## config.mk

```make
export PLATFORM = sky130hd
export DESIGN_NAME = mcg_regs
export DESIGN_NICKNAME = d
export VERILOG_FILES = /design/src/shared/mcg_pkg.sv /design/src/verilog/mcg_regs.sv
export VERILOG_INCLUDE_DIRS = /design/src /design/src/shared
export SDC_FILE = /design/constraint.sdc
export NUM_CORES = 1
export LEC_CHECK = 0
export BUFFER_PORTS_ARGS = -buffer_cell sky130_fd_sc_hd__buf_2
export CAP_MARGIN = 0
export CORE_MARGIN = 10
export CORE_UTILIZATION = 55
export DETAILED_ROUTE_END_ITERATION = 8
export PLACE_DENSITY = 0.82
export RECOVER_POWER = 25
export SLEW_MARGIN = 20
export SYNTH_ARGS = -nofsm -noshare
export SYNTH_HDL_FRONTEND = slang
export SYNTH_SLANG_ARGS = --single-unit
export TNS_END_PERCENT = 50
```

## constraint.sdc

```tcl
create_clock -name CLK -period 4.4 [get_ports CLK]
set_input_delay 0.44 -clock CLK [delete_from_list [all_inputs] [get_ports CLK]]
set_output_delay 0.44 -clock CLK [all_outputs]
set_load 0.03 [all_outputs]
```

## src/shared/mcg_defs.svh

```systemverilog
// Register offsets, defined-bit masks, reset values for the mode and gain register bank
`ifndef MCG_DEFS_SVH
`define MCG_DEFS_SVH
`define MCG_IDX_COMPUTATION_MODE 16'hE60E
`define MCG_IDX_CHANNEL_GAIN 16'hE60F
`define MCG_RST_COMPUTATION_MODE 16'h01FF
`define MCG_RST_CHANNEL_GAIN 16'h0000
`define MCG_CM_DEFINED_MASK 16'h7FFF
`define MCG_GAIN_DEFINED_MASK 16'h01FF
`define MCG_GAIN_CODE_MAX 3'h4
`define MCG_RESP_OKAY 2'b00
`define MCG_RESP_SLVERR 2'b10
`endif

```

## src/shared/mcg_pkg.sv

```systemverilog
// Types shared by the mode and gain register bank
package mcg_pkg;
  typedef enum logic [1:0] {
    MCG_ANGLE_VOLT_CURR,
    MCG_ANGLE_VOLT_VOLT,
    MCG_ANGLE_CURR_CURR,
    MCG_ANGLE_NONE
  } mcg_angle_t;

  typedef struct packed {
    logic reserved;
    logic network_frequency_select;
    logic [2:0] nominal_volt_use;
    logic [1:0] angle_measure_select;
    logic [2:0] pulse3_phase_include;
    logic [2:0] pulse2_phase_include;
    logic [2:0] pulse1_phase_include;
  } mcg_computation_mode_t;

  typedef struct packed {
    logic [6:0] reserved;
    logic [2:0] phase_voltage_gain;
    logic [2:0] neutral_current_gain;
    logic [2:0] phase_current_gain;
  } mcg_gain_t;

  typedef struct packed {
    logic [4:0] phase_current;
    logic [4:0] neutral_current;
    logic [4:0] phase_voltage;
  } mcg_gain_factor_t;
endpackage

```

## src/verilog/mcg_regs.sv

```systemverilog
// Computation mode and channel gain registers behind an AXI4-Lite slave
//
// The implementer's own choice: the AXI4-Lite interface to the registers.
`include "mcg_defs.svh"

// Function
// RULE_01: Bits 0-2 include phases in pulse 1
// RULE_02: Bits 3-5 include phases in pulse 2
// RULE_03: Bits 6-8 include phases in pulse 3
// RULE_04: Bits 10:9 select angle measurement mode
// RULE_05: Bits 11-13 substitute nominal voltage per phase
// RULE_06: Software sets bit 14 for 60 Hz
// RULE_07: Mode bit 15 reserved, reads zero
// RULE_08: Phase current gain codes give 1..16
// RULE_09: Reserved phase current codes act as unity
// RULE_10: Neutral gain same codes, reserved act unity
// RULE_11: No neutral channel holds field at zero
// RULE_12: Phase voltage gain codes, reserved act unity
// RULE_13: Gain bits 15:9 reserved, read zero
// RULE_14: Pulse sums gated by phase include bits
// RULE_15: Reads return held fields, reserved zero
module mcg_regs
  import mcg_pkg::*;
#(
  parameter bit HAS_NEUTRAL = 1'b1
) (
  input wire logic CLK,
  input wire logic RST,
  input wire logic [15:0] S_AXI_AWADDR,
  input wire logic S_AXI_AWVALID,
  output logic S_AXI_AWREADY,
  input wire logic [31:0] S_AXI_WDATA,
  input wire logic [3:0] S_AXI_WSTRB,
  input wire logic S_AXI_WVALID,
  output logic S_AXI_WREADY,
  output logic [1:0] S_AXI_BRESP,
  output logic S_AXI_BVALID,
  input wire logic S_AXI_BREADY,
  input wire logic [15:0] S_AXI_ARADDR,
  input wire logic S_AXI_ARVALID,
  output logic S_AXI_ARREADY,
  output logic [31:0] S_AXI_RDATA,
  output logic [1:0] S_AXI_RRESP,
  output logic S_AXI_RVALID,
  input wire logic S_AXI_RREADY,
  input wire logic [2:0] PHASE_POWER_VALID,
  input wire logic signed [23:0] PHASE_A_POWER,
  input wire logic signed [23:0] PHASE_B_POWER,
  input wire logic signed [23:0] PHASE_C_POWER,
  output logic signed [25:0] PULSE_OUTPUT_1_SUM,
  output logic signed [25:0] PULSE_OUTPUT_2_SUM,
  output logic signed [25:0] PULSE_OUTPUT_3_SUM,
  output mcg_computation_mode_t COMPUTATION_MODE,
  output mcg_angle_t ANGLE_MEASURE_SELECT,
  output logic [2:0] NOMINAL_VOLT_USE,
  output logic NETWORK_FREQUENCY_SELECT,
  output mcg_gain_t CHANNEL_GAIN,
  output mcg_gain_factor_t GAIN_FACTOR
);

  // Byte address is the low 16 bits of four times the printed index
  localparam logic [15:0] ADDR_MODE = 16'(`MCG_IDX_COMPUTATION_MODE << 2);
  localparam logic [15:0] ADDR_GAIN = 16'(`MCG_IDX_CHANNEL_GAIN << 2);

  mcg_computation_mode_t mode;
  mcg_gain_t gain;
  logic [15:0] aw_addr;
  logic aw_held;
  logic [15:0] w_data;
  logic [1:0] w_strb;
  logic w_held;
  logic [15:0] next_mode;
  logic [15:0] next_gain;
  logic do_write;
  logic signed [25:0] next_sum [3];

  // Reserved codes fall back to unity gain
  function automatic logic [4:0] gain_factor(input logic [2:0] code);
    if (code > `MCG_GAIN_CODE_MAX) begin
      gain_factor = 5'h01; // RULE_09 RULE_10 RULE_12
    end else begin
      gain_factor = 5'(5'h01 << code); // RULE_08
    end
  endfunction

  function automatic logic [15:0] merge(input logic [15:0] old, input logic [15:0] wd,
                                        input logic [1:0] st);
    merge = {st[1] ? wd[15:8] : old[15:8], st[0] ? wd[7:0] : old[7:0]};
  endfunction

  assign do_write = aw_held && w_held && !S_AXI_BVALID;

  always_comb begin
    next_mode = merge(mode, w_data, w_strb) & `MCG_CM_DEFINED_MASK; // RULE_07
    next_gain = merge(gain, w_data, w_strb) & `MCG_GAIN_DEFINED_MASK; // RULE_13
    if (!HAS_NEUTRAL) begin
      next_gain[5:3] = 3'h0; // RULE_11
    end
  end

  // Address and data are taken independently, in either order
  always_ff @(posedge CLK) begin
    if (RST) begin
      aw_held <= 1'b0;
      aw_addr <= 16'h0000;
      S_AXI_AWREADY <= 1'b0;
    end else begin
      S_AXI_AWREADY <= !aw_held && !S_AXI_AWREADY;
      if (S_AXI_AWVALID && S_AXI_AWREADY) begin
        aw_held <= 1'b1;
        aw_addr <= S_AXI_AWADDR;
        S_AXI_AWREADY <= 1'b0;
      end else if (do_write) begin
        aw_held <= 1'b0;
      end
    end
  end

  always_ff @(posedge CLK) begin
    if (RST) begin
      w_held <= 1'b0;
      w_data <= 16'h0000;
      w_strb <= 2'b00;
      S_AXI_WREADY <= 1'b0;
    end else begin
      S_AXI_WREADY <= !w_held && !S_AXI_WREADY;
      if (S_AXI_WVALID && S_AXI_WREADY) begin
        w_held <= 1'b1;
        w_data <= S_AXI_WDATA[15:0];
        w_strb <= S_AXI_WSTRB[1:0];
        S_AXI_WREADY <= 1'b0;
      end else if (do_write) begin
        w_held <= 1'b0;
      end
    end
  end

  always_ff @(posedge CLK) begin
    if (RST) begin
      mode <= mcg_computation_mode_t'(`MCG_RST_COMPUTATION_MODE); // RULE_01 RULE_02 RULE_03
      gain <= mcg_gain_t'(`MCG_RST_CHANNEL_GAIN);
    end else if (do_write) begin
      if (aw_addr[15:2] == ADDR_MODE[15:2]) begin
        mode <= mcg_computation_mode_t'(next_mode);
      end
      if (aw_addr[15:2] == ADDR_GAIN[15:2]) begin
        gain <= mcg_gain_t'(next_gain);
      end
    end
  end

  always_ff @(posedge CLK) begin
    if (RST) begin
      S_AXI_BVALID <= 1'b0;
      S_AXI_BRESP <= `MCG_RESP_OKAY;
    end else if (do_write) begin
      S_AXI_BVALID <= 1'b1;
      S_AXI_BRESP <= (aw_addr[15:2] == ADDR_MODE[15:2] || aw_addr[15:2] == ADDR_GAIN[15:2])
                     ? `MCG_RESP_OKAY : `MCG_RESP_SLVERR;
    end else if (S_AXI_BREADY) begin
      S_AXI_BVALID <= 1'b0;
    end
  end

  // Read data comes one cycle after the address is taken
  always_ff @(posedge CLK) begin
    if (RST) begin
      S_AXI_ARREADY <= 1'b0;
      S_AXI_RVALID <= 1'b0;
      S_AXI_RDATA <= 32'h0000_0000;
      S_AXI_RRESP <= `MCG_RESP_OKAY;
    end else begin
      S_AXI_ARREADY <= !S_AXI_RVALID && !S_AXI_ARREADY && !S_AXI_ARVALID ? 1'b1 :
                       (!S_AXI_RVALID && !S_AXI_ARREADY);
      if (S_AXI_ARVALID && S_AXI_ARREADY) begin
        S_AXI_ARREADY <= 1'b0;
        S_AXI_RVALID <= 1'b1;
        S_AXI_RRESP <= `MCG_RESP_OKAY;
        if (S_AXI_ARADDR[15:2] == ADDR_MODE[15:2]) begin
          S_AXI_RDATA <= {16'h0000, 16'(mode) & `MCG_CM_DEFINED_MASK}; // RULE_15
        end else if (S_AXI_ARADDR[15:2] == ADDR_GAIN[15:2]) begin
          S_AXI_RDATA <= {16'h0000, 16'(gain) & `MCG_GAIN_DEFINED_MASK}; // RULE_15
        end else begin
          S_AXI_RDATA <= 32'h0000_0000;
          S_AXI_RRESP <= `MCG_RESP_SLVERR;
        end
      end else if (S_AXI_RVALID && S_AXI_RREADY) begin
        S_AXI_RVALID <= 1'b0;
      end
    end
  end

  // Phase sums for each pulse output; source power type is chosen upstream
  always_comb begin
    for (int k = 0; k < 3; k++) begin
      logic [2:0] inc;
      inc = (k == 0) ? mode.pulse1_phase_include :
            (k == 1) ? mode.pulse2_phase_include : mode.pulse3_phase_include;
      next_sum[k] = (inc[0] ? 26'(PHASE_A_POWER) : 26'sd0) +
                    (inc[1] ? 26'(PHASE_B_POWER) : 26'sd0) +
                    (inc[2] ? 26'(PHASE_C_POWER) : 26'sd0); // RULE_14
    end
  end

  always_ff @(posedge CLK) begin
    if (RST) begin
      PULSE_OUTPUT_1_SUM <= 26'sd0;
      PULSE_OUTPUT_2_SUM <= 26'sd0;
      PULSE_OUTPUT_3_SUM <= 26'sd0;
    end else if (&PHASE_POWER_VALID) begin
      PULSE_OUTPUT_1_SUM <= next_sum[0]; // RULE_01
      PULSE_OUTPUT_2_SUM <= next_sum[1]; // RULE_02
      PULSE_OUTPUT_3_SUM <= next_sum[2]; // RULE_03
    end
  end

  // Decoded controls are registered so every output leaves a flip-flop
  always_ff @(posedge CLK) begin
    if (RST) begin
      COMPUTATION_MODE <= mcg_computation_mode_t'(`MCG_RST_COMPUTATION_MODE);
      ANGLE_MEASURE_SELECT <= MCG_ANGLE_VOLT_CURR;
      NOMINAL_VOLT_USE <= 3'h0;
      NETWORK_FREQUENCY_SELECT <= 1'b0;
      CHANNEL_GAIN <= mcg_gain_t'(`MCG_RST_CHANNEL_GAIN);
      GAIN_FACTOR <= {5'h01, 5'h01, 5'h01};
    end else begin
      COMPUTATION_MODE <= mode;
      ANGLE_MEASURE_SELECT <= mcg_angle_t'(mode.angle_measure_select); // RULE_04
      NOMINAL_VOLT_USE <= mode.nominal_volt_use; // RULE_05
      NETWORK_FREQUENCY_SELECT <= mode.network_frequency_select; // RULE_06
      CHANNEL_GAIN <= gain;
      GAIN_FACTOR.phase_current <= gain_factor(gain.phase_current_gain); // RULE_08
      GAIN_FACTOR.neutral_current <= gain_factor(gain.neutral_current_gain); // RULE_10
      GAIN_FACTOR.phase_voltage <= gain_factor(gain.phase_voltage_gain); // RULE_12
    end
  end

  property p_reserved_zero;
    @(posedge CLK) disable iff (RST)
      !mode.reserved && gain.reserved == 7'h00 && !COMPUTATION_MODE.reserved;
  endproperty
  a_reserved_zero: assert property (p_reserved_zero) else $error("reserved bit set"); // RULE_07

  property p_gain_reserved;
    @(posedge CLK) disable iff (RST)
      gain.phase_current_gain > 3'h4 |=> GAIN_FACTOR.phase_current == 5'h01;
  endproperty
  a_gain_reserved: assert property (p_gain_reserved) else $error("reserved code not unity"); // RULE_09

  property p_gain_decode;
    @(posedge CLK) disable iff (RST)
      gain.phase_voltage_gain == 3'h4 |=> GAIN_FACTOR.phase_voltage == 5'h10;
  endproperty
  a_gain_decode: assert property (p_gain_decode) else $error("voltage gain 16 wrong"); // RULE_12

  property p_neutral_held;
    @(posedge CLK) disable iff (RST) !HAS_NEUTRAL |-> gain.neutral_current_gain == 3'h0;
  endproperty
  a_neutral_held: assert property (p_neutral_held) else $error("neutral gain not held"); // RULE_11

  property p_angle_follow;
    @(posedge CLK) disable iff (RST)
      1'b1 |=> ANGLE_MEASURE_SELECT == mcg_angle_t'($past(mode.angle_measure_select));
  endproperty
  a_angle_follow: assert property (p_angle_follow) else $error("angle select lags"); // RULE_04

  property p_nominal_follow;
    @(posedge CLK) disable iff (RST) $changed(mode.nominal_volt_use) |=>
      NOMINAL_VOLT_USE == $past(mode.nominal_volt_use);
  endproperty
  a_nominal_follow: assert property (p_nominal_follow) else $error("nominal use lags"); // RULE_05

  property p_sum_single;
    @(posedge CLK) disable iff (RST)
      (&PHASE_POWER_VALID && mode.pulse1_phase_include == 3'b001) |=>
      PULSE_OUTPUT_1_SUM == 26'($past(PHASE_A_POWER));
  endproperty
  a_sum_single: assert property (p_sum_single) else $error("pulse 1 sum wrong"); // RULE_14

  property p_read_mode;
    @(posedge CLK) disable iff (RST)
      (S_AXI_ARVALID && S_AXI_ARREADY && S_AXI_ARADDR[15:2] == ADDR_MODE[15:2]) |=>
      S_AXI_RVALID && S_AXI_RDATA[31:15] == 17'h0;
  endproperty
  a_read_mode: assert property (p_read_mode) else $error("mode readback wrong"); // RULE_15

  property p_read_gain;
    @(posedge CLK) disable iff (RST)
      (S_AXI_ARVALID && S_AXI_ARREADY && S_AXI_ARADDR[15:2] == ADDR_GAIN[15:2]) |=>
      S_AXI_RVALID && S_AXI_RDATA[31:9] == 23'h0;
  endproperty
  a_read_gain: assert property (p_read_gain) else $error("gain readback wrong"); // RULE_13

  // Checked through reset as well, so the default lands before the first access
  property p_mode_reset;
    @(posedge CLK) RST |=> 16'(mode) == `MCG_RST_COMPUTATION_MODE;
  endproperty
  a_mode_reset: assert property (p_mode_reset) else $error("mode reset value wrong"); // RULE_01

  property p_neutral_rsvd;
    @(posedge CLK) disable iff (RST)
      gain.neutral_current_gain > 3'h4 |=> GAIN_FACTOR.neutral_current == 5'h01;
  endproperty
  a_neutral_rsvd: assert property (p_neutral_rsvd) else $error("neutral not unity"); // RULE_10

  property p_volt_rsvd;
    @(posedge CLK) disable iff (RST)
      gain.phase_voltage_gain > 3'h4 |=> GAIN_FACTOR.phase_voltage == 5'h01;
  endproperty
  a_volt_rsvd: assert property (p_volt_rsvd) else $error("voltage not unity"); // RULE_12

  property p_curr_decode;
    @(posedge CLK) disable iff (RST)
      gain.phase_current_gain == 3'h3 |=> GAIN_FACTOR.phase_current == 5'h08;
  endproperty
  a_curr_decode: assert property (p_curr_decode) else $error("current gain 8 wrong"); // RULE_08

  property p_sum_all;
    @(posedge CLK) disable iff (RST)
      (&PHASE_POWER_VALID && mode.pulse2_phase_include == 3'b111) |=>
      PULSE_OUTPUT_2_SUM == 26'($past(PHASE_A_POWER)) + 26'($past(PHASE_B_POWER)) +
      26'($past(PHASE_C_POWER));
  endproperty
  a_sum_all: assert property (p_sum_all) else $error("pulse 2 sum wrong"); // RULE_02

endmodule

```

# After elaboration in Yosys (flattened, before gate mapping)
# Index checks and enable logic that the tools add are counted.
[totals]
ram_bits = 0
wordCells = 111
ff_bits = 217
memories = 0
mem_bits_ro = 0
latchBits = 0
in_bits = 150
output_inout_bits = 172
[op_classes]
muxes = 22
mul = 0
eq_ne = 4
addsub = 6
reduce_logical = 34
order_cmp = 3
div_mod_pow = 0
n_bitwise = 0
shifts = 3
[ops]
columns = ["op", "n"]
rows = [
  ["$mux 26", 9],
  ["$add 26x26->26", 6],
  ["$eq 14x14->1 const B", 4],
  ["$mux 15", 1],
  ["$reduce_and 3->1", 5],
  ["$shl 1x3->5 const A", 3],
  ["$reduce_or 2->1", 6],
  ["$logic_and 1x1->1", 10],
  ["$gt 3x3->1 const B", 3],
  ["$mux 9", 1],
  ["$logic_not 1->1", 8],
  ["$mux 1", 8],
  ["$reduce_bool 2->1", 4],
  ["$mux 2", 3],
  ["$logic_or 1x1->1", 1],
]

# Longest topological paths before layout
# Gate-level depths: netlist (run 1).
[logic_depth]
depth_word = 4
ltp_mapped = 14
depth_no_buf = 12

# Least setup slack after synthesis (run 1)
# OpenSTA, ideal clock, no wires.
[synth_timing]
path_kind = "reg-to-reg"
from = "register mode[0] (netlist name)"
to = "register PULSE_OUTPUT_1_SUM[23]"
setup_ns = 0.134
period_less_slack_ns = 3.578
path_slack_ns = 0.822
arrival_ns = 3.444
path_stages_with_launch = 15
n_path_buf = 2
path_cell_list = "dfxtp_1 > clkbuf_1 > clkbuf_1 > nand2_1 > fa_1 > inv_1 > ha_1 > fa_1 > a211oi_1 > o21ai_1 > a31oi_1 > o211ai_1 > o31ai_1 > or4_1 > o211ai_1"
[synth_between]
elab_chain_len = 3
[synth_rtl]
columns = ["element", "line", "text"]
rows = [
  ["from (decl)", "mcg_regs.sv:65", "mcg_computation_mode_t mode;"],
  ["from (signal assigned)", "mcg_regs.sv:140", "mode <= mcg_computation_mode_t'(`MCG_RST_COMPUTATION_MODE);"],
  ["from (signal assigned)", "mcg_regs.sv:144", "mode <= mcg_computation_mode_t'(next_mode);"],
  ["$mux 26", "mcg_regs.sv:199", "next_sum[k] = (inc[0] ? 26'(PHASE_A_POWER) : 26'sd0) +"],
  ["$add 26x26->26", "mcg_regs.sv:199", ""],
  ["$add 26x26->26", "mcg_regs.sv:200", "(inc[1] ? 26'(PHASE_B_POWER) : 26'sd0) +"],
  ["to (signal assigned)", "mcg_regs.sv:211", "PULSE_OUTPUT_1_SUM <= next_sum[0];"],
  ["to (decl)", "mcg_regs.sv:50", "output logic signed [25:0] PULSE_OUTPUT_1_SUM,"],
]
# Every way passes these cells.
# A chain may end at the register's enable or synchronous reset.

# Worst setup path in the final report (run 1)
[layout_timing]
from = "register mode[3] (netlist name)"
to = "register PULSE_OUTPUT_2_SUM[24]"
[layout_between]
elab_chain_len = 3
[layout_rtl]
columns = ["element", "line", "text"]
rows = [
  ["$mux 26", "mcg_regs.sv:199", ""],
  ["$add 26x26->26", "mcg_regs.sv:199", ""],
  ["$add 26x26->26", "mcg_regs.sv:200", ""],
  ["to (signal assigned)", "mcg_regs.sv:212", "PULSE_OUTPUT_2_SUM <= next_sum[1];"],
  ["to (decl)", "mcg_regs.sv:51", "output logic signed [25:0] PULSE_OUTPUT_2_SUM,"],
]
# Every way passes these cells.

==> impl_metrics.tcl, run 1 <==
set metrics [dict create \
    ff_latch_area_sq_um 3924 \
    postSynthAreaPerCell_sq_um 7.810 \
    ys_async_sr_fraction_pct 0 \
    cpMostUsedCell "o21ai_1" \
    grt-ovfl-total 0 \
    seq_area_frac_synth_pct 29.35 \
    finalHoldViolCount 0 \
    syn_inst 1712 \
    clkSinkCount 196 \
    totalWireLength_um 42100 \
    holdWs_ns 0.2224 \
    critPathKind "reg2reg" \
    syn-cell-area_sq_um 13370 \
    clock_latency_ns 0.45 \
    dieWidth_um 175.9 \
    synth-seq-cells 196 \
    clock_path_buffers 2 \
    htree_levels 4 \
    finalSetupTns_ns 0 \
    leakagePower_nw 7.554 \
    synth_edf_count 0 \
    finalNetCount 2229 \
    ys.flop_type "dfxtp_1" \
    routabilityCongestion 0.9342 \
    seqPwrFrac_pct 33.4 \
    cts_tree "built" \
    area_growth_pct 15.11 \
    cp_max_fo 15 \
    cp.arrival_ns 4.40 \
    relSlewSlack_pct -42.89 \
    yosysTopAreaCell "dfxtp_1" \
    drtIter0Drc 1016 \
    vias 12850 \
    cts_buffers 17 \
    cts-root-buf "clkbuf_16" \
    holdBufCountCts 0 \
    final_common_cell "nand2_1" \
    critPathCaptureType "flip-flop" \
    setup_violations 0 \
    fin_crit_sh_pct 92.52 \
    yosys_warnings 0 \
    ys_types 76 \
    start_util_pct 56.46 \
    clkTransAtPathRegs_ns 0.09 \
    worstPathRequired_ns 4.72 \
    dieArea_sq_um 30950 \
    synthTopCellsByArea "dfxtp_1 (29%), nand2_1 (11%), fa_1 (11%), ha_1 (6.7%), a21oi_1 (5.3%)" \
    fill_cells 2119 \
    dp_hpwl_um 32120 \
    pwr_density_cell_nw_per_um2 368.2 \
    die_h_um 175.9 \
    mostFrequentLayoutCells "nand2_1 (402), buf_2 (211), dfxtp_1 (196), inv_1 (155), a21oi_1 (141)" \
    clock.fmax_mhz 245.6 \
    maxCapViolCount 1 \
    hp-class "in2reg" \
    grt_first_pass_wirelength_um 65620 \
    intPower_mw 3.432 \
    synth_top_area_share_pct 29.35 \
    pwr-share-comb_pct 36.9 \
    core-area_sq_um 23680 \
    grt_usage_pct 26.07 \
    drc 0 \
    netSwitchingFraction_pct 39.45 \
    rsz0062_at_grt "false" \
    firstDrtPassIters 6 \
    cp_slowest_cell "dfxtp_1" \
    num_io_pins 322 \
    cp_cell_sequence "buf_4 -> nand2_1 -> fa_1 -> inv_1 -> ha_1 -> a21o_1 -> o21bai_1 -> a2111o_1 -> o21ai_1 -> o21ai_0 -> xnor2_1 -> o21ai_1" \
    drt-vias-per-instance 5.670 \
    drv_slew 48 \
    postCtsResizedCells 0 \
    finClkSkew_ns 0.01209 \
    status "finished with violations" \
    power.switching_mw 2.236 \
    grt_pass1_vias 12770 \
    worstMarginPinSlew_ns 2.143 \
    worst_path_largest_cell_delay_ns 0.77 \
    wl_per_cell_um 18.57 \
    violations "capacitance limit, slew limit" \
    antenna_left 0 \
    fp-row-count 56 \
    fin_crit_ns 4.071 \
    p_clk_share_pct 29.7 \
    port_buffers 271 \
    antenna_found_initial 3 \
    ir_drop_uv 230.7 \
    cts_setup_buffers 0 \
    multi_input_area_sq_um 8414 \
    grt_max_degree 121 \
    crit_path_start_kind "flip-flop" \
    layout-drive-gt1-share_pct 15.01 \
]
[cells in the mapped netlist, types with 4 or more instances]
cell type	number
nand2_1	402
dfxtp_1	196
inv_1	155
a21oi_1	141
nor2_1	86
clkbuf_1	76
fa_1	75
ha_1	72
o21ai_0	53
xnor2_1	35
buf_4	33
nor2b_1	27
mux2i_1	26
nand3_1	24
nor3_1	24
a21o_1	22
o21ai_1	21
a211oi_1	19
xor2_1	19
and2_1	14
nand2b_1	14
a211o_1	13
o211ai_1	11
or2_2	11
a31oi_1	10
and3_1	10
o21a_1	10
nand4_1	9
o21bai_1	9
a22oi_1	6
nor4b_1	6
buf_1	5
nor3b_1	5
nand4b_1	4
o31ai_1	4
or3_1	4
[kinds of logic (layout without fill, tap and decap cells)]
group / count (synthesis) / after routing / share of synthesized area [%]
other: 1 / 30 / 0.02805
adders and majority gates: 147 / 147 / 17.97
xor gates and xnor gates: 54 / 54 / 3.537
muxes: 26 / 26 / 1.946
and+or+nand+nor: 662 / 662 / 21.96
DFF: 196 / 196 / 29.35
AOI/OAI and AO/OA: 356 / 356 / 16.69
buffers and inverters: 270 / 477 / 8.516
[power by group through the flow]
| stage | clock (mW) | sequential (mW) | combinational, mW |
|---|---|---|---|
| after detailed placement | 0 | 1.93 | 2.03 |
| after floorplan | 0 | 2.05 | 1.40 |
| final | 1.68 | 1.89 | 2.09 |
| after global placement | 0 | 1.93 | 1.98 |
| after CTS | 1.70 | 1.89 | 2.05 |
| after global routing | 1.77 | 1.90 | 2.30 |
[sequential cells by signal, summed over array words and instances (netlist names), 2 cells and up]
register	count
ANGLE_MEASURE_SELECT	2
CHANNEL_GAIN	9
COMPUTATION_MODE	9
GAIN_FACTOR	15
NOMINAL_VOLT_USE	3
PULSE_OUTPUT_1_SUM	26
PULSE_OUTPUT_2_SUM	26
PULSE_OUTPUT_3_SUM	26
S_AXI_RDATA	15
aw_addr	14
gain	9
mode	15
w_data	15
w_strb	2
[critical path: cells and delay by family (launching register included)]
| family | cells | cell delay [ns] |
|---|---|---|
| fa+ha+maj | 2 | 0.92 |
| flops | 1 | 0.77 |
| compound gates | 6 | 1.51 |
| buf+inv | 2 | 0.40 |
| simple gates | 1 | 0.13 |
| xor+xnor | 1 | 0.20 |
[metrics by stage]
stage,instance area [sq um],worst slack [ns],cells,power [mW],utilization [%]
detailed placement,14820,0.4703,2232,3.958,62.58
finish,15390,0.3290,2267,5.668,64.99
floorplan,13470,0.8219,1738,3.450,-
global route,15390,0.06588,2267,5.972,64.99
global placement,14820,0.5230,2232,3.907,62.58
CTS,15460,0.4217,2264,5.642,65.27
[worst paths after layout]
kind | start | end | slack, ns | cells after the start
setup / recovery | mode[3] | PULSE_OUTPUT_2_SUM[24] | 0.33 | 12
hold / removal | S_AXI_AWADDR[12] | aw_addr[12] | 0.22 | 3
setup reg to reg | mode[3] | PULSE_OUTPUT_2_SUM[24] | 0.33 | 12
hold reg to reg | PULSE_OUTPUT_1_SUM[16] | PULSE_OUTPUT_1_SUM[16] | 0.45 | 2
[area by class of cell]
type | instances | area share, %
Antenna cell | 3 | 0.04878
Clock buffer | 17 | 2.764
Clock inverter | 15 | 1.374
Inverter | 155 | 3.780
Multi-Input combinational cell | 1272 | 54.67
Sequential cell | 196 | 25.49
Tap cell | 319 | 2.593
Timing Repair Buffer | 290 | 9.276
[layer usage]
metal	vias to the layer above	GRT usage [%]	wire [um]
li1	6055	-	-
met1	6020	30.61	16480
met2	672	44.82	20220
met3	106	6.820	4049
met4	0	9.679	1351
met5	-	0	0
Power figures use the tool's default switching activity.
==> run 2: changes to the inputs <==
REMOVE_ABC_BUFFERS = 1   (was unset)
==> impl_metrics.tcl, run 2 (same netlist as run 1, synthesis figures left out) <==
set metrics [dict create \
    status "finished with violations" \
    violations "capacitance limit, slew limit" \
    grt_max_degree 87 \
    layout-drive-gt1-share_pct 17.51 \
    start_util_pct 56.46 \
    drt-vias-per-instance 5.634 \
    drv_slew 151 \
    totalWireLength_um 40450 \
    num_io_pins 322 \
    hp-class "in2reg" \
    area_growth_pct 15.82 \
    cp_max_fo 18 \
    holdBufCountCts 0 \
    crit_path_start_kind "flip-flop" \
    postCtsResizedCells 0 \
    antenna_found_initial 0 \
    dp.cells 2235 \
    pwr_density_cell_nw_per_um2 366.4 \
    clock.fmax_mhz 247.0 \
    dieWidth_um 175.9 \
    cts_buffers 17 \
    clock_latency_ns 0.45 \
    antenna_left 0 \
    fp-row-count 56 \
    maxCapViolCount 2 \
    cts-root-buf "clkbuf_16" \
    critPathKind "reg2reg" \
    fin_crit_ns 4.048 \
    worstMarginPinSlew_ns 2.583 \
    htree_levels 4 \
    drc 0 \
    grt_pass1_vias 12450 \
    finalHoldViolCount 0 \
    reg.largest.list "PULSE_OUTPUT_1_SUM x26, PULSE_OUTPUT_2_SUM x26, PULSE_OUTPUT_3_SUM x26" \
    fill_cells 2088 \
    crit_start "mode[3]" \
    clock_path_buffers 2 \
    cp.arrival_ns 4.39 \
    port_buffers 271 \
    core-area_sq_um 23680 \
    grt_first_pass_wirelength_um 63270 \
    dieArea_sq_um 30950 \
    mostFrequentLayoutCells "nand2_1 (402), buf_2 (258), dfxtp_1 (196), inv_1 (155), a21oi_1 (141)" \
    diodes 0 \
    die_h_um 175.9 \
    fin_crit_sh_pct 92.00 \
    r2r-start "mode[3]" \
    cts_tree "built" \
    ir_drop_uv 241.2 \
    finClkSkew_ns 0.01601 \
    grt_usage_pct 24.96 \
    worstPathRequired_ns 4.74 \
    rsz0062_at_grt "false" \
    postLayoutCellArea_sq_um 15480 \
    leakagePower_nw 7.752 \
    clkTransAtPathRegs_ns 0.09 \
    finalNetCount 2232 \
    grt-ovfl-total 0 \
    vias 12770 \
    total_power_mw 5.674 \
    routabilityCongestion 0.9440 \
    relSlewSlack_pct -72.22 \
    post-route-util_pct 65.38 \
    postPlaceCellArea_sq_um 14850 \
    critPathCaptureType "flip-flop" \
    final_common_cell "nand2_1" \
    clkSinkCount 196 \
    drtIter0Drc 987 \
    firstDrtPassIters 5 \
    wl_per_cell_um 17.84 \
    worstHoldStart "S_AXI_AWADDR[14]" \
    finalNonFillerCells 2267 \
    cts_setup_buffers 0 \
    setup_violations 0 \
    finalSetupTns_ns 0 \
    dp_hpwl_um 31380 \
]
[run 2: cell count changes in the layout (fill, tap and decap cells not counted), sizes merged]
cell	before	now
clkbuf	77	32
clkinv	6	4
clkinvlp	1	0
buf	230	278
inv	163	166
diode	3	0
[run 2: path summary, 6_finish.rpt]
path / endpoint / slack (ns) / cells past startpoint
worst max-delay path: PULSE_OUTPUT_2_SUM[22] / 0.35 / 11
worst min-delay path: aw_addr[14] / 0.22 / 3
worst max register to register: PULSE_OUTPUT_2_SUM[22] / 0.35 / 11
worst min register to register: PULSE_OUTPUT_3_SUM[18] / 0.45 / 2
[run 2: layer usage]
layer | GRT usage (%) | wire length, um | vias up
met3 | 4.954 | 3195 | 89
li1 | - | - | 6064
met1 | 30.31 | 16570 | 6051
met2 | 42.21 | 19170 | 568
met4 | 10.74 | 1518 | 0
met5 | 0 | 0 | -
[run 2: through the flow]
step | hold slack [ns] | worst slack (ns)
CTS | 0.2115 | 0.4106
global placement | 0.4290 | 0.4995
finish | 0.2190 | 0.3522
global route | 0.2230 | 0.09525
floorplan | 0.4138 | 0.7886
detailed placement | 0.4390 | 0.4347
[run 2: area by class of cell]
cell class              count  area [sq um]  area share, %
multi-input cells        1272          8419          54.37
clock buffers              17         425.4          2.747
well taps                 319         399.1          2.578
repair buffers            293          1499          9.680
flip-flops and latches    196          3924          25.34
clock inverters            15         236.5          1.527
inverters                 155         581.8          3.757
[run 2: power by group]
group          internal [mW]  switching, mW  total [mW]
clock network          0.822          0.915        1.74
registers               1.85         0.0414        1.89
logic                  0.781           1.27        2.05
[run 2: worst max-delay path, stage by stage, from the launching register on]
cell	delay, ns
dfxtp_1	0.88
nand2_1	0.18
fa_1	0.57
inv_1	0.04
ha_1	0.32
o21ai_0	0.22
nor2b_1	0.22
a211oi_1	0.38
o21ai_1	0.26
o41ai_1	0.57
xnor2_1	0.20
o21ai_1	0.08
==> run 3: changes to the inputs <==
CORE_UTILIZATION = 50   (was 55)
PLACE_DENSITY = 0.78   (was 0.82)
REMOVE_ABC_BUFFERS = unset   (was 1)
TNS_END_PERCENT = unset   (was 50)
clock period = 3.5 ns   (was 4.4 ns; I/O delays follow)
==> impl_metrics.tcl, run 3 (same netlist as run 1, synthesis figures left out) <==
set metrics [dict create \
    postLayoutCellArea_sq_um 16010 \
    grt_pass1_vias 12430 \
    worstPathRequired_ns 3.88 \
    worstMarginPinSlew_ns 1.692 \
    clock_path_buffers 2 \
    die_h_um 183.5 \
    wl_per_cell_um 17.58 \
    cp_max_fo 23 \
    postPlaceCellArea_sq_um 15230 \
    firstDrtPassIters 5 \
    cts-root-buf "clkbuf_16" \
    fin_crit_ns 3.378 \
    relSlewSlack_pct -12.80 \
    grt_usage_pct 23.40 \
    critPathKind "reg2reg" \
    reg.largest.list "PULSE_OUTPUT_1_SUM x26, PULSE_OUTPUT_2_SUM x26, PULSE_OUTPUT_3_SUM x26" \
    cp.arrival_ns 3.75 \
    place_ws_ns -0.03837 \
    r2r-end "PULSE_OUTPUT_2_SUM[23]" \
    r2r_slack_ns 0.12 \
    vias 12710 \
    maxCapViolCount 1 \
    antenna_left 0 \
    grt-ovfl-total 0 \
    violations "capacitance limit, slew limit" \
    holdBufCountCts 0 \
    min_path_cells 3 \
    finalNetCount 2274 \
    num_io_pins 322 \
    grt_first_pass_wirelength_um 63960 \
    cts_buffers 17 \
    drt-vias-per-instance 5.460 \
    finClkSkew_ns 0.01801 \
    leakagePower_nw 7.902 \
    grt_max_degree 92 \
    finalNonFillerCells 2327 \
    ir_drop_uv 365.3 \
    pwr_density_cell_nw_per_um2 454.7 \
    drtIter0Drc 937 \
    area_growth_pct 19.77 \
    routabilityCongestion 0.9607 \
    setup_violations 0 \
    dieWidth_um 183.5 \
    dieArea_sq_um 33680 \
    port_buffers 271 \
    clkTransAtPathRegs_ns 0.09 \
    clkSinkCount 196 \
    antenna_found_initial 3 \
    critPathCaptureType "flip-flop" \
    drv_slew 92 \
    final_common_cell "nand2_1" \
    core-area_sq_um 26210 \
    worstHoldStart "S_AXI_AWADDR[9]" \
    crit_path_start_kind "flip-flop" \
    drc 0 \
    fp-row-count 59 \
    reg2reg_depth 11 \
    status "finished with violations" \
    hp-class "in2reg" \
    layout-drive-gt1-share_pct 19.35 \
    fin_crit_sh_pct 96.53 \
    finalHoldViolCount 0 \
    post-route-util_pct 61.11 \
    clock_latency_ns 0.45 \
    r2r-start "mode[5]" \
    clock.fmax_mhz 296.0 \
    total_power_mw 7.282 \
    hold_end "aw_addr[9]" \
    cts_tree "built" \
    dp_hpwl_um 32680 \
    mostFrequentLayoutCells "nand2_1 (402), buf_2 (232), dfxtp_1 (187), inv_1 (155), a21oi_1 (139)" \
    dp.cells 2292 \
    fin_ws_ns 0.1216 \
    totalWireLength_um 40920 \
    htree_levels 4 \
    start_util_pct 51.02 \
]
[run 3: through the flow]
| step | setup TNS, ns | hold slack (ns) |
|---|---|---|
| 6_report | 0 | 0.1334 |
| 5_1_grt | -0.008597 | 0.1358 |
| 4_1_cts | 0 | 0.1221 |
| 3_5_place_dp | -0.1085 | 0.4362 |
| 3_3_place_gp | 0 | 0.4316 |
| 2_1_floorplan | 0 | 0.4182 |
[run 3: power breakdown]
group	internal [mW]	switching [mW]	leakage, nW
Clock	1.02	1.13	0.312
Sequential	2.32	0.0515	1.59
Combinational	1.10	1.66	6.00
[run 3: layout make-up]
cell class              instances  area, sq um
diodes                          2        5.005
clock buffers                  17        425.4
clock inverters                15        224.0
fillers                      2376        10190
inverters                     155        581.8
multi-input cells            1272         8553
flip-flops and latches        196         3938
well taps                     335        419.2
repair buffers                335         1868
[run 3: critical path: stages, from the launching register on]
cell and delay, ns:
dfxtp_2 0.39, buf_12 0.19, nand2_1 0.09, fa_1 0.48, inv_1 0.04, ha_2 0.37, nand3_1 0.14, or4_4 0.60
a21oi_4 0.26, a41oi_2 0.16, or4b_1 0.53, nand3_1 0.07
[run 3: timing repair]
action / in CTS / in global routing
pin swaps: 0 / 3
endpoints found under the setup margin: 6 / 34
buffers inserted: 0 / 1
gates resized for setup: 5 / 36
[run 3: worst max path at each step]
stage | from | end | slack, ns | depth (start not counted)
6_report | mode[5] | PULSE_OUTPUT_2_SUM[23] | 0.12 | 11
5_1_grt | mode[4] | PULSE_OUTPUT_2_SUM[23] | -0.009 | 13
4_1_cts | mode[1] | PULSE_OUTPUT_1_SUM[21] | 0.008 | 13
3_5_place_dp | mode[7] | PULSE_OUTPUT_3_SUM[24] | -0.04 | 12
3_3_place_gp | mode[5] | PULSE_OUTPUT_2_SUM[22] | 0.02 | 13
2_1_floorplan | mode[4] | PULSE_OUTPUT_2_SUM[23] | 0.005 | 13
[run 3: layer usage]
metal,up-vias,global-route usage [%],share of wire [%]
met3,54,5.000,9.4
met2,550,39.87,47
met5,-,0,0.017
met1,5949,29.06,41
met4,2,6.951,2.0
li1,6150,-,-
